<file path="src/timer2_consts.svh">
`ifndef TIMER2_CONSTS_SVH
`define TIMER2_CONSTS_SVH
// Operation
// - Overflow flag sets on 16-bit rollover, or down-count reaching capture value.
// - Overflow flag sets only when both clock selects are zero.
// - Only software clears overflow flag; software may also set or clear it.
// - External flag sets on trigger falling edge or overflow per mode bits.
// - Software set or trigger edge of external flag requests timer interrupt.
// - Receive clock select picks timer 1 or this timer for serial receive.
// - Transmit clock select picks timer 1 or this timer for serial transmit.
// - Either clock select bit forces baud-rate generator mode.
// - Pin enable low ignores trigger; high, outside baud mode, edge captures/reloads.
// - Run control low halts and preserves count; high lets counting proceed. An enabled trigger edge still reloads or clears the count while halted.
// - Select low counts internal ticks at chosen speed; high counts pin edges.
// - Baud mode advances once every two clocks regardless of select.
// - Clock select set ignores capture select and reloads on every overflow.
// - Capture select low reloads on overflow and on enabled trigger edge.
// - Capture select high with pin enable copies count on trigger edge.
// - Capture auto-clear resets counter after a capture.
// - Clock-out enable switches the clock-out function on or off.
// - Down-count enable with trigger level sets direction in auto-reload.
`define ADDR_TIMER_CONTROL   8'hC8
`define ADDR_TIMER_MODE      8'hC9
`define ADDR_CAP_LOW         8'hCA
`define ADDR_CAP_HIGH        8'hCB
`define ADDR_COUNT_LOW       8'hCC
`define ADDR_COUNT_HIGH      8'hCD
`define ADDR_CLOCK_CONTROL   8'h8E
`define BIT_OVF              7
`define BIT_EXT              6
`define BIT_RCLK             5
`define BIT_TCLK             4
`define BIT_PIN_EN           3
`define BIT_RUN              2
`define BIT_CT_SEL           1
`define BIT_CP_RL            0
`define BIT_CAP_CLR          3
`define BIT_CLK_OE           1
`define BIT_DOWN_COUNT_ENABLE             0
`define BIT_SPEED            5
`define RESET_BYTE           8'h00
`define RESET_WORD           16'h0000
`define MAX_WORD             16'hFFFF
`define MODE_WRITE_MASK      8'h0B
`define SLOW_DIV             4'hB
`define FAST_DIV             4'h3
`define BAUD_DIV             4'h1
`endif

</file>
<file path="src/timer2_pkg.sv">
package timer2_pkg;
  typedef enum logic [1:0] {MODE_CAPTURE, MODE_RELOAD, MODE_BAUD} mode_t;
endpackage
</file>
<file path="src/timer2_capture_reload.sv">
// Added by the designer: the plain strobed port.
`include "timer2_consts.svh"
module timer2_capture_reload
(
  // Clock and reset
  input  wire logic       mclk,
  input  wire logic       arst_n,
  // Register port
  input  wire logic [7:0] addr,
  input  wire logic [7:0] wdata,
  input  wire logic       wr,
  input  wire logic       rd,
  output logic      [7:0] rdata,
  // Pins
  input  wire logic       count_input_pin,
  input  wire logic       trigger_pin,
  output logic            clock_out,
  // Serial port and interrupt
  input  wire logic       timer1_overflow,
  output logic            rx_baud_tick,
  output logic            tx_baud_tick,
  output logic            timer_irq
);
  // ==========================================================
  // Reset release
  logic [1:0] rst_sync_reg;
  logic       rst_n;
  always_ff @(posedge mclk or negedge arst_n)
    if (!arst_n)
      rst_sync_reg <= 2'b00;
    else
      rst_sync_reg <= {rst_sync_reg[0], 1'b1};
  assign rst_n = rst_sync_reg[1];

  // ==========================================================
  // Registers
  logic [7:0]  control_reg;
  logic [7:0]  mode_reg;
  logic        speed_reg;
  logic [15:0] count_reg;
  logic [15:0] cap_reg;
  logic        trig_d_reg;
  logic        cnt_d_reg;
  logic [3:0]  pre_reg;
  logic        clk_out_reg;
  logic [7:0]  rdata_reg;

  // ==========================================================
  // Address decode
  // Shared by the write strobes and the read selection
  function automatic logic addr_hit(input logic [7:0] a, input logic [7:0] want);
    return a == want;
  endfunction

  wire wr_ctl  = wr && addr_hit(addr, `ADDR_TIMER_CONTROL);
  wire wr_mode = wr && addr_hit(addr, `ADDR_TIMER_MODE);
  wire wr_capl = wr && addr_hit(addr, `ADDR_CAP_LOW);
  wire wr_caph = wr && addr_hit(addr, `ADDR_CAP_HIGH);
  wire wr_cntl = wr && addr_hit(addr, `ADDR_COUNT_LOW);
  wire wr_cnth = wr && addr_hit(addr, `ADDR_COUNT_HIGH);
  wire wr_ck   = wr && addr_hit(addr, `ADDR_CLOCK_CONTROL);

  // ==========================================================
  // Control fields

  wire rclk   = control_reg[`BIT_RCLK];
  wire tclk   = control_reg[`BIT_TCLK];
  wire pin_en = control_reg[`BIT_PIN_EN];
  wire run    = control_reg[`BIT_RUN];
  wire ct_sel = control_reg[`BIT_CT_SEL];
  wire cp_rl  = control_reg[`BIT_CP_RL];
  wire down_count_enable   = mode_reg[`BIT_DOWN_COUNT_ENABLE];
  wire baud   = rclk | tclk;

  timer2_pkg::mode_t mode;
  assign mode = baud ? timer2_pkg::MODE_BAUD :
                (cp_rl ? timer2_pkg::MODE_CAPTURE : timer2_pkg::MODE_RELOAD);

  // ==========================================================
  // Tick generation
  wire [3:0] div      = baud ? `BAUD_DIV : (speed_reg ? `FAST_DIV : `SLOW_DIV);
  wire       pre_wrap = (pre_reg == div);
  wire       pin_fall = cnt_d_reg & ~count_input_pin;
  // Baud ignores select; counter mode follows pin edges
  wire tick = run && (baud ? pre_wrap : (ct_sel ? pin_fall : pre_wrap));
  wire trig_fall = trig_d_reg & ~trigger_pin;
  wire trig_evt  = pin_en && !baud && trig_fall;

  // ==========================================================
  // Counter
  wire count_down = down_count_enable && (mode == timer2_pkg::MODE_RELOAD) && !trigger_pin;
  wire up_ovf     = tick && !count_down && (count_reg == `MAX_WORD);
  wire down_hit   = tick && count_down && (count_reg == cap_reg);
  wire ovf        = up_ovf || down_hit;
  wire reload_evt = (mode != timer2_pkg::MODE_CAPTURE && up_ovf)
                    || (mode == timer2_pkg::MODE_RELOAD && trig_evt && !down_count_enable);
  wire capture_evt = (mode == timer2_pkg::MODE_CAPTURE) && trig_evt;
  wire cap_clear   = capture_evt && mode_reg[`BIT_CAP_CLR];

  logic [15:0] count_next;
  always_comb
  begin
    count_next = count_reg;
    if (cap_clear)
      count_next = `RESET_WORD;
    else if (reload_evt)
      count_next = cap_reg;
    else if (down_hit)
      count_next = `MAX_WORD;
    else if (tick)
      count_next = count_down ? count_reg - 16'h0001 : count_reg + 16'h0001;
    if (wr_cntl)
      count_next[7:0] = wdata;
    if (wr_cnth)
      count_next[15:8] = wdata;
  end

  logic [15:0] cap_next;
  always_comb
  begin
    cap_next = capture_evt ? count_reg : cap_reg;
    if (wr_capl)
      cap_next[7:0] = wdata;
    if (wr_caph)
      cap_next[15:8] = wdata;
  end

  // ==========================================================
  // Flags
  wire ovf_set = ovf && !baud;
  wire ext_hw  = trig_evt && (mode != timer2_pkg::MODE_RELOAD || !down_count_enable)
                 || (mode == timer2_pkg::MODE_RELOAD && down_count_enable && ovf);
  logic [7:0] control_next;
  always_comb
  begin
    control_next = wr_ctl ? wdata : control_reg;
    if (ovf_set)
      control_next[`BIT_OVF] = 1'b1;
    if (ext_hw)
      control_next[`BIT_EXT] = 1'b1;
  end
  // Only a 0 to 1 write of the flag asks for service
  wire ext_sw_set = wr_ctl && wdata[`BIT_EXT] && !control_reg[`BIT_EXT];
  wire irq_next   = ovf_set || ext_sw_set || (ext_hw && trig_evt);

  // ==========================================================
  // Control and mode registers
  always_ff @(posedge mclk or negedge rst_n)
    if (!rst_n)
    begin
      control_reg <= `RESET_BYTE;
      mode_reg    <= `RESET_BYTE;
      speed_reg   <= 1'b0;
    end
    else
    begin
      control_reg <= control_next;
      if (wr_mode)
        mode_reg <= wdata & `MODE_WRITE_MASK;
      if (wr_ck)
        speed_reg <= wdata[`BIT_SPEED];
    end

  // ==========================================================
  // Count and capture storage
  always_ff @(posedge mclk or negedge rst_n)
    if (!rst_n)
    begin
      count_reg <= `RESET_WORD;
      cap_reg   <= `RESET_WORD;
    end
    else
    begin
      count_reg <= count_next;
      cap_reg   <= cap_next;
    end

  // ==========================================================
  // Pin samples
  // Reset to the idle high level, so no false edge follows reset
  always_ff @(posedge mclk or negedge rst_n)
    if (!rst_n)
    begin
      trig_d_reg <= 1'b1;
      cnt_d_reg  <= 1'b1;
    end
    else
    begin
      trig_d_reg <= trigger_pin;
      cnt_d_reg  <= count_input_pin;
    end

  // ==========================================================
  // Prescaler
  // Held at zero while halted, so the first tick is a full period
  always_ff @(posedge mclk or negedge rst_n)
    if (!rst_n)
      pre_reg <= 4'h0;
    else
      pre_reg <= (pre_wrap || !run) ? 4'h0 : pre_reg + 4'h1;

  // ==========================================================
  // Clock out and interrupt request
  always_ff @(posedge mclk or negedge rst_n)
    if (!rst_n)
    begin
      clk_out_reg <= 1'b0;
      timer_irq   <= 1'b0;
    end
    else
    begin
      if (!mode_reg[`BIT_CLK_OE])
        clk_out_reg <= 1'b0;
      else if (up_ovf)
        clk_out_reg <= ~clk_out_reg;
      timer_irq <= irq_next;
    end

  // ==========================================================
  // Read path
  // Unmapped addresses read as zero
  wire [7:0] read_word =
    addr_hit(addr, `ADDR_TIMER_CONTROL) ? control_reg :
    addr_hit(addr, `ADDR_TIMER_MODE)    ? mode_reg :
    addr_hit(addr, `ADDR_CAP_LOW)       ? cap_reg[7:0] :
    addr_hit(addr, `ADDR_CAP_HIGH)      ? cap_reg[15:8] :
    addr_hit(addr, `ADDR_COUNT_LOW)     ? count_reg[7:0] :
    addr_hit(addr, `ADDR_COUNT_HIGH)    ? count_reg[15:8] :
    addr_hit(addr, `ADDR_CLOCK_CONTROL) ? {2'b00, speed_reg, 5'b00000} :
    `RESET_BYTE;

  // Holds the last read between strobes
  always_ff @(posedge mclk or negedge rst_n)
    if (!rst_n)
      rdata_reg <= `RESET_BYTE;
    else if (rd)
      rdata_reg <= read_word;

  assign rdata     = rdata_reg;
  assign clock_out = clk_out_reg;
  // Timer 1 path unless this timer selected
  assign rx_baud_tick = rclk ? up_ovf : timer1_overflow;
  assign tx_baud_tick = tclk ? up_ovf : timer1_overflow;

  // ==========================================================
  // Checks
  chk_ovf_baud_block: assert property (@(posedge mclk) disable iff (!rst_n)
    (baud && !wr_ctl) |=> !$rose(control_reg[`BIT_OVF]))
    else $error("overflow flag set in baud mode");
  chk_ovf_sets: assert property (@(posedge mclk) disable iff (!rst_n)
    ovf_set |=> control_reg[`BIT_OVF])
    else $error("overflow flag missed");
  chk_ovf_hold: assert property (@(posedge mclk) disable iff (!rst_n)
    (control_reg[`BIT_OVF] && !wr_ctl) |=> control_reg[`BIT_OVF])
    else $error("overflow flag cleared by hardware");
  chk_halt_keeps: assert property (@(posedge mclk) disable iff (!rst_n)
    (!run && !wr_cntl && !wr_cnth && !trig_evt) |=> $stable(count_reg))
    else $error("count moved while halted");
  chk_capture_copy: assert property (@(posedge mclk) disable iff (!rst_n)
    (capture_evt && !wr_capl && !wr_caph) |=> cap_reg == $past(count_reg))
    else $error("capture value wrong");
  chk_reload_load: assert property (@(posedge mclk) disable iff (!rst_n)
    (reload_evt && !cap_clear && !wr_cntl && !wr_cnth) |=> count_reg == $past(cap_reg))
    else $error("reload value wrong");
  chk_cap_clear: assert property (@(posedge mclk) disable iff (!rst_n)
    (cap_clear && !wr_cntl && !wr_cnth) |=> count_reg == `RESET_WORD)
    else $error("counter not cleared after capture");
  chk_ext_edge: assert property (@(posedge mclk) disable iff (!rst_n)
    (trig_evt && !down_count_enable) |=> control_reg[`BIT_EXT] && timer_irq)
    else $error("external flag or request missed");
  chk_clk_out_off: assert property (@(posedge mclk) disable iff (!rst_n)
    !mode_reg[`BIT_CLK_OE] |=> !clock_out)
    else $error("clock out active while disabled");
  chk_rx_select: assert property (@(posedge mclk) disable iff (!rst_n)
    !rclk |-> rx_baud_tick == timer1_overflow)
    else $error("receive time base wrong");

  chk_irq_sw_set: assert property (@(posedge mclk) disable iff (!rst_n)
    ext_sw_set |=> timer_irq)
    else $error("software flag set gave no request");

  chk_tx_select: assert property (@(posedge mclk) disable iff (!rst_n)
    !tclk |-> tx_baud_tick == timer1_overflow)
    else $error("transmit time base wrong");

  chk_baud_forced: assert property (@(posedge mclk) disable iff (!rst_n)
    (rclk || tclk) |-> mode == timer2_pkg::MODE_BAUD)
    else $error("clock select did not force baud mode");

  chk_pin_ignored: assert property (@(posedge mclk) disable iff (!rst_n)
    (!pin_en && !(mode == timer2_pkg::MODE_RELOAD && down_count_enable) && !wr_ctl && !control_reg[`BIT_EXT])
    |=> !control_reg[`BIT_EXT])
    else $error("trigger acted while disabled");

  chk_run_moves: assert property (@(posedge mclk) disable iff (!rst_n)
    (tick && !count_down && !reload_evt && !cap_clear && !wr_cntl && !wr_cnth)
    |=> count_reg == $past(count_reg) + 16'h0001)
    else $error("count did not advance");

  chk_pin_count: assert property (@(posedge mclk) disable iff (!rst_n)
    (run && ct_sel && !baud && !pin_fall) |-> !tick)
    else $error("counter mode ticked without pin edge");

  chk_baud_rate: assert property (@(posedge mclk) disable iff (!rst_n)
    (baud && tick) |=> !tick)
    else $error("baud tick faster than two clocks");

  chk_baud_reload: assert property (@(posedge mclk) disable iff (!rst_n)
    (baud && up_ovf && !wr_cntl && !wr_cnth) |=> count_reg == $past(cap_reg))
    else $error("baud overflow did not reload");

  chk_trig_reload: assert property (@(posedge mclk) disable iff (!rst_n)
    (mode == timer2_pkg::MODE_RELOAD && !down_count_enable && trig_evt && !wr_cntl && !wr_cnth)
    |=> count_reg == $past(cap_reg))
    else $error("trigger edge did not reload");

  chk_down_step: assert property (@(posedge mclk) disable iff (!rst_n)
    (tick && count_down && !down_hit && !wr_cntl && !wr_cnth)
    |=> count_reg == $past(count_reg) - 16'h0001)
    else $error("down count step wrong");

  chk_up_when_high: assert property (@(posedge mclk) disable iff (!rst_n)
    (down_count_enable && trigger_pin) |-> !count_down)
    else $error("counted down with trigger high");

  // ==========================================================
  // Scenario covers
  cov_overflow: cover property (@(posedge mclk) disable iff (!rst_n) up_ovf && !baud);
  cov_clk_out:  cover property (@(posedge mclk) disable iff (!rst_n) $rose(clock_out));
  cov_capture:  cover property (@(posedge mclk) disable iff (!rst_n) capture_evt);
  cov_baud:     cover property (@(posedge mclk) disable iff (!rst_n) baud && up_ovf);
  cov_down_hit: cover property (@(posedge mclk) disable iff (!rst_n) down_hit);
endmodule // timer2_capture_reload

</file>
<file path="config.mk">
export PLATFORM = sky130hd
export DESIGN_NAME = timer2_capture_reload
export DESIGN_NICKNAME = d
export VERILOG_FILES = /design/src/timer2_pkg.sv /design/src/timer2_capture_reload.sv
export VERILOG_INCLUDE_DIRS = /design/src
export SDC_FILE = /design/constraint.sdc
export NUM_CORES = 1
export LEC_CHECK = 0
export BUFFER_PORTS_ARGS = -buffer_cell sky130_fd_sc_hd__buf_2
export CAP_MARGIN = 30
export CORE_MARGIN = 2
export CORE_UTILIZATION = 30
export CTS_CLUSTER_SIZE = 20
export DETAILED_ROUTE_END_ITERATION = 8
export GPL_TIMING_DRIVEN = 0
export PLACE_DENSITY = 0.58
export SLEW_MARGIN = 40
export SYNTH_ARGS = -nofsm -noshare
export SYNTH_HDL_FRONTEND = slang
export SYNTH_SLANG_ARGS = --single-unit
</file>
<file path="constraint.sdc">
create_clock -name mclk -period 1.9 [get_ports mclk]
set_input_delay 0 -clock mclk [delete_from_list [all_inputs] [get_ports mclk]]
set_output_delay 0 -clock mclk [all_outputs]
set_load 0.05 [all_outputs]
</file>
Word level (Yosys, flattened, before mapping)
Index checks and enable logic that the tools add are counted.

operators by class
  add/subtract/negate cells = 3
  multiply operators = 0
  div/mod/pow operators = 0
  $lt $le $gt $ge = 0
  eq/ne operators = 13
  shift operators = 0
  multiplexer cells = 31
  bitwise logic cells = 6
  reductions and logical operators = 48

operators by type and width
  operator               number
  $mux 16                6
  $mux 8                 11
  $eq 8x8->1 const B     7
  $logic_and 1x1->1      27
  $add 16x1->16 const B  1
  $eq 16x16->1           1
  $eq 16x16->1 const B   1
  $sub 16x1->16 const B  1
  $mux 4                 3
  $reduce_bool 2->1      5
  $reduce_bool 5->1      2
  $mux 1                 9
  $logic_or 1x1->1       7
  $logic_not 1->1        6
  $mux 6                 1
  $add 4x1->4 const B    1
  $eq 4x4->1             1
  $ne 2x1->1 const B     2
  $not 1->1              3
  $and 1x1->1            2
  $eq 2x1->1 const B     1
  $logic_not 2->1        1
  $mux 2                 1
  $or 1x1->1             1

storage, ports and cells
  flip-flop bits (word level) = 62
  bits in latches = 0
  memory bits (writable) = 0
  memory bits (read-only) = 0
  input bits = 23
  logic and storage cells = 117
  memories = 0

Longest topological paths before layout
  depth in word-level cells = 13
  depth in mapped cells = 14
  depth with buffers taken out = 11

Worst setup path before layout
Ideal clock, no wire load.

  kind = reg-to-reg
  from = register control_reg[4]
  to = register count_reg[14]
  setup time = 124 ps
  arrival time = 2736 ps
  setup slack = -960 ps
  stages on the path, launching flop included = 14
  buffers on the path = 3
  period minus slack after synthesis = 2860 ps
  cell sequence = dfrtp_1 > buf_6 > nor3_1 > nand2_1 > clkbuf_1 > xnor2_1 > ha_1 > clkbuf_1 > nand3_1 > or2_2 > o31ai_1 > xor2_1 > nor3_1 > o21ai_1

between the ends
  longest elaborated chain between the ends = 13
  elaborated cells on any way between the ends = 33
  classes of those cells = 2 x eq/ne; 10 x mux; 1 x bitwise; 20 x reduce/logical

ends and longest elaborated chain
  element                                                   line                                                                                   text
  from (decl)                                               timer2_capture_reload.sv:37                                                            logic [7:0] control_reg;
  from (signal assigned)                                    timer2_capture_reload.sv:151                                                           control_reg <= `RESET_BYTE;
  from (signal assigned)                                    timer2_capture_reload.sv:157                                                           control_reg <= control_next;
  $or 1x1->1 (*)                                            timer2_capture_reload.sv:73                                                            wire baud = rclk | tclk;
  $mux 4 or $mux 2 (tied branches)                          timer2_capture_reload.sv:81, timer2_capture_reload.sv:76
  $eq 4x4->1 or $eq 2x1->1 (tied branches)                  timer2_capture_reload.sv:82, timer2_capture_reload.sv:91, timer2_capture_reload.sv:96
  $mux 1 or $logic_and 1x1->1 (tied branches) (2 in a row)  timer2_capture_reload.sv:85, timer2_capture_reload.sv:91
  $logic_and 1x1->1 or $logic_not 1->1 (tied branches)      timer2_capture_reload.sv:85, timer2_capture_reload.sv:92
  $logic_and 1x1->1 (2 in a row)                            timer2_capture_reload.sv:92                                                            wire up_ovf = tick && !count_down && (count_reg == `MAX_WORD);
  $logic_and 1x1->1                                         timer2_capture_reload.sv:95                                                            wire reload_evt = (mode != timer2_pkg::MODE_CAPTURE && up_ovf)
  $logic_or 1x1->1                                          timer2_capture_reload.sv:96                                                            || (mode == timer2_pkg::MODE_RELOAD && trig_evt && !down_count_enable);
  $mux 16                                                   timer2_capture_reload.sv:106                                                           else if (reload_evt)
  $mux 16                                                   timer2_capture_reload.sv:104                                                           if (cap_clear)
  $mux 8                                                    timer2_capture_reload.sv:114                                                           if (wr_cnth)
  to (signal assigned)                                      timer2_capture_reload.sv:169                                                           count_reg <= `RESET_WORD;
  to (signal assigned)                                      timer2_capture_reload.sv:174                                                           count_reg <= count_next;
  to (decl)                                                 timer2_capture_reload.sv:40                                                            logic [15:0] count_reg;

Every way passes the cells marked *; elsewhere a longest branch is shown, timed or not. The select of a mux whose other input is x is not followed.
A chain may end at the register's enable or synchronous reset.

Worst setup path after layout
  from = register control_reg[5]
  to = register count_reg[10]

Same word-level chain as after synthesis.

==> results.tsv <==
metric	value	unit
min_period	2630	ps
ioPinCount	35	
synth_seq_area_share	35.8	%
grt_usage	19.9	%
postRouteAntennaNets	0	
r2r_start	control_reg[5]	
status	finished, violations left	
max_slew_margin	50.4	%
crit_type	flip-flop to flip-flop	
io_buffers	33	
synth_compound_area_share	18.4	%
synth_top_family_by_area	simple AND/OR/NAND/NOR gates	
pwr-share-seq	33.5	%
die_x	124	um
r2r_cells	14	
reg2reg_slack	-730	ps
postPlaceCellArea	0.00490	mm2
grt_antenna_before_repair	0	
place_inst	688	
design.core.area	0.0140	mm2
firstDrtPassIters	5	
yosys_most_used_dff	dfrtp_1	
drv_cap	0	
p_int	3.19	mW
die_height	124	um
endpoint_kind	flip-flop	
wirelength	16.3	mm
grt_pass1_wl	24.2	mm
crit_path_max_fanout	6	
drive_gt1_share	35.9	%
synth_nets	499	
setup_ws	-730	ps
dieArea	0.0154	mm2
combPwrFrac	32.6	%
finalHoldViolCount	0	
diodes	0	
cts_root_buf	clkbuf_16	
yosys.area_share.simple	21.9	%
switchingPower	1.72	mW
synth_top_area_cell	dfrtp_1	
yosys_register_bits	62	
path_clk_slew	50	ps
numCtsBuffers	9	
synthArstFlopShare	100	%
fin_crit_sh	138	%
r2r-end	count_reg[10]	
wl_per_cell	21.6	um
synth_fa_ha_area_share	0.577	%
cts_tree	built	
netlist_area	0.00434	mm2
startpoint	control_reg[5]	
synth_edf_count	0	
crit_arrival	2840	ps
p_per_area	817	mW/mm2
drcViolationCount	0	
gp_congestion	0.888	
clock_path_buffers	2	
ys_types	78	
irDropWorstVdd	599	uV
grt_pass1_vias	4206	
num-fill-cells	1360	
synth_top_area_share	34.6	%
ys_warn_count	0	
hold_class	input pin to flip-flop	
clock_power_share	34.0	%
std_cell_rows	43	
ctsHtreeMaxLevel	3	
power	4.91	mW
switching_share	35.1	%
clock_latency	330	ps
violations	setup timing	
p_leak	2.53	nW
synthCells	474	
skew	6.23	ps
rsz0062_at_grt	yes	
fmax	380	MHz
synth_area_leaders	dfrtp_1 35%, mux2i_1 6.9%, a21oi_1 4.8%	
areaGrowthSynthToFinish	38.4	%
drtIter0Drc	472	
crit_end	count_reg[10]	
start_util	31.0	%
finalSetupViolCount	38	
finish.net_count	594	
viasPerCell	5.83	
synth.area.mux_share	12.1	%
instances_no_fill	754	
grt_overflow	0	
cts_sinks	62	
fin_area	0.00600	mm2
startpoint_type	flip-flop	
pre_cts_ws	-963	ps
synthXorXnorAreaFrac	6.26	%
cp.required	2110	ps
synth_area_per_cell	9.15	um2
dpl.hpwl	10.8	mm
grt_max_degree	35	
worst_slew_pin_slew	740	ps
finalMaxSlewViolations	0	
vias	4394	
==> cells in the final DEF (no fill, tap or decap), types with 13 or more instances in the layout <==
cell,netlist,final
nor2_1,52,50
a21oi_1,42,38
mux2_2,14,13
dfrtp_1,60,57
buf_2,8,37
buf_6,4,20
nand2_1,26,24
buf_4,1,30
xor2_1,16,16
mux2i_1,30,27
xnor2_1,15,14
clkbuf_1,21,13
==> synth_stat cells (all sizes together) (8+ instances only) <==
library cell,count
nor4,15
xnor2,15
nand3,13
nand4,8
o21ai,12
dfrtp,60
mux2,14
buf,17
mux2i,30
xor2,16
a21oi,43
nor2,53
nor3,11
nand2,26
clkbuf,21
==> critical path, stage by stage, from the launching register on <==
cell	delay, ps
dfrtp_1	400
buf_6	150
nor3_4	240
nand2_4	90
clkbuf_16	160
xnor2_2	110
ha_2	210
buf_8	130
nand3_4	80
nor3_2	200
mux2i_1	130
xnor2_1	160
nor2_1	120
a211oi_1	80
a221o_1	250
==> kinds of logic (layout without fill, tap and decap cells) <==
| family | Yosys count | after routing |
|---|---|---|
| compound gates | 114 | 114 |
| xor+xnor | 31 | 31 |
| other cells | 1 | 1 |
| buf+inv | 44 | 143 |
| mux | 47 | 47 |
| fa+ha+maj | 2 | 2 |
| flops | 62 | 62 |
| simple gates | 173 | 174 |
==> final cells by class <==
cell class              count  area, um2  area share (%)
repair buffers             85        678            11.3
multi-input cells         369       2950            49.2
clock buffers              13        260            4.34
well taps                 180        225            3.75
flip-flops and latches     62       1560            26.0
inverters                   6       22.5           0.375
plain buffers              36        262            4.36
clock inverters             3       42.5           0.709
==> worst min-delay path by stage <==
stage	end	slack, ps	depth (start not counted)	from
floorplan	rst_sync_reg[0]	-300	0	arst_n
global placement	rst_sync_reg[0]	-210	1	arst_n
detailed placement	rst_sync_reg[0]	-210	1	arst_n
CTS	count_reg[8]	6	3	wdata[0]
global route	count_reg[2]	20	3	wdata[2]
finish	count_reg[8]	10	3	wdata[0]
==> power groups by stage <==
stage	Sequential, mW	Clock (mW)	Combinational, mW
after floorplan	1.64	0	0.946
after global placement	1.66	0	1.30
after detailed placement	1.65	0	1.35
after CTS	1.63	1.68	1.46
after global routing	1.66	1.76	1.69
final	1.64	1.67	1.60
==> what timing repair did <==
action                     CTS  global route
setup endpoints to repair   32            41
cloned                       1             3
setup buffers               21            25
pin swaps                   26            21
hold buffers                 5             0
gates resized for setup     44            54
hold endpoints to repair     5             0
==> per-stage QoR <==
| stage | TNS [ps] | hold slack, ps | util (%) |
|---|---|---|---|
| 6_report | -18630 | 11.8 | 42.9 |
| 5_1_grt | -22090 | 17.2 | 42.9 |
| 4_1_cts | -14950 | 6.45 | 39.9 |
| 3_5_place_dp | -18390 | -210 | 35.0 |
| 3_3_place_gp | -61590 | -214 | 34.8 |
| 2_1_floorplan | -6140 | -296 | - |
==> routing by layer <==
layer / vias up / track usage (%) / part of all wire [%]
met5: - / 0 / 0
met4: 0 / 4.56 / 2.0
met3: 30 / 5.03 / 8.4
met2: 204 / 30.9 / 46
met1: 2213 / 27.9 / 43
li1: 1947 / - / -
Power figures use the tool's default switching activity.
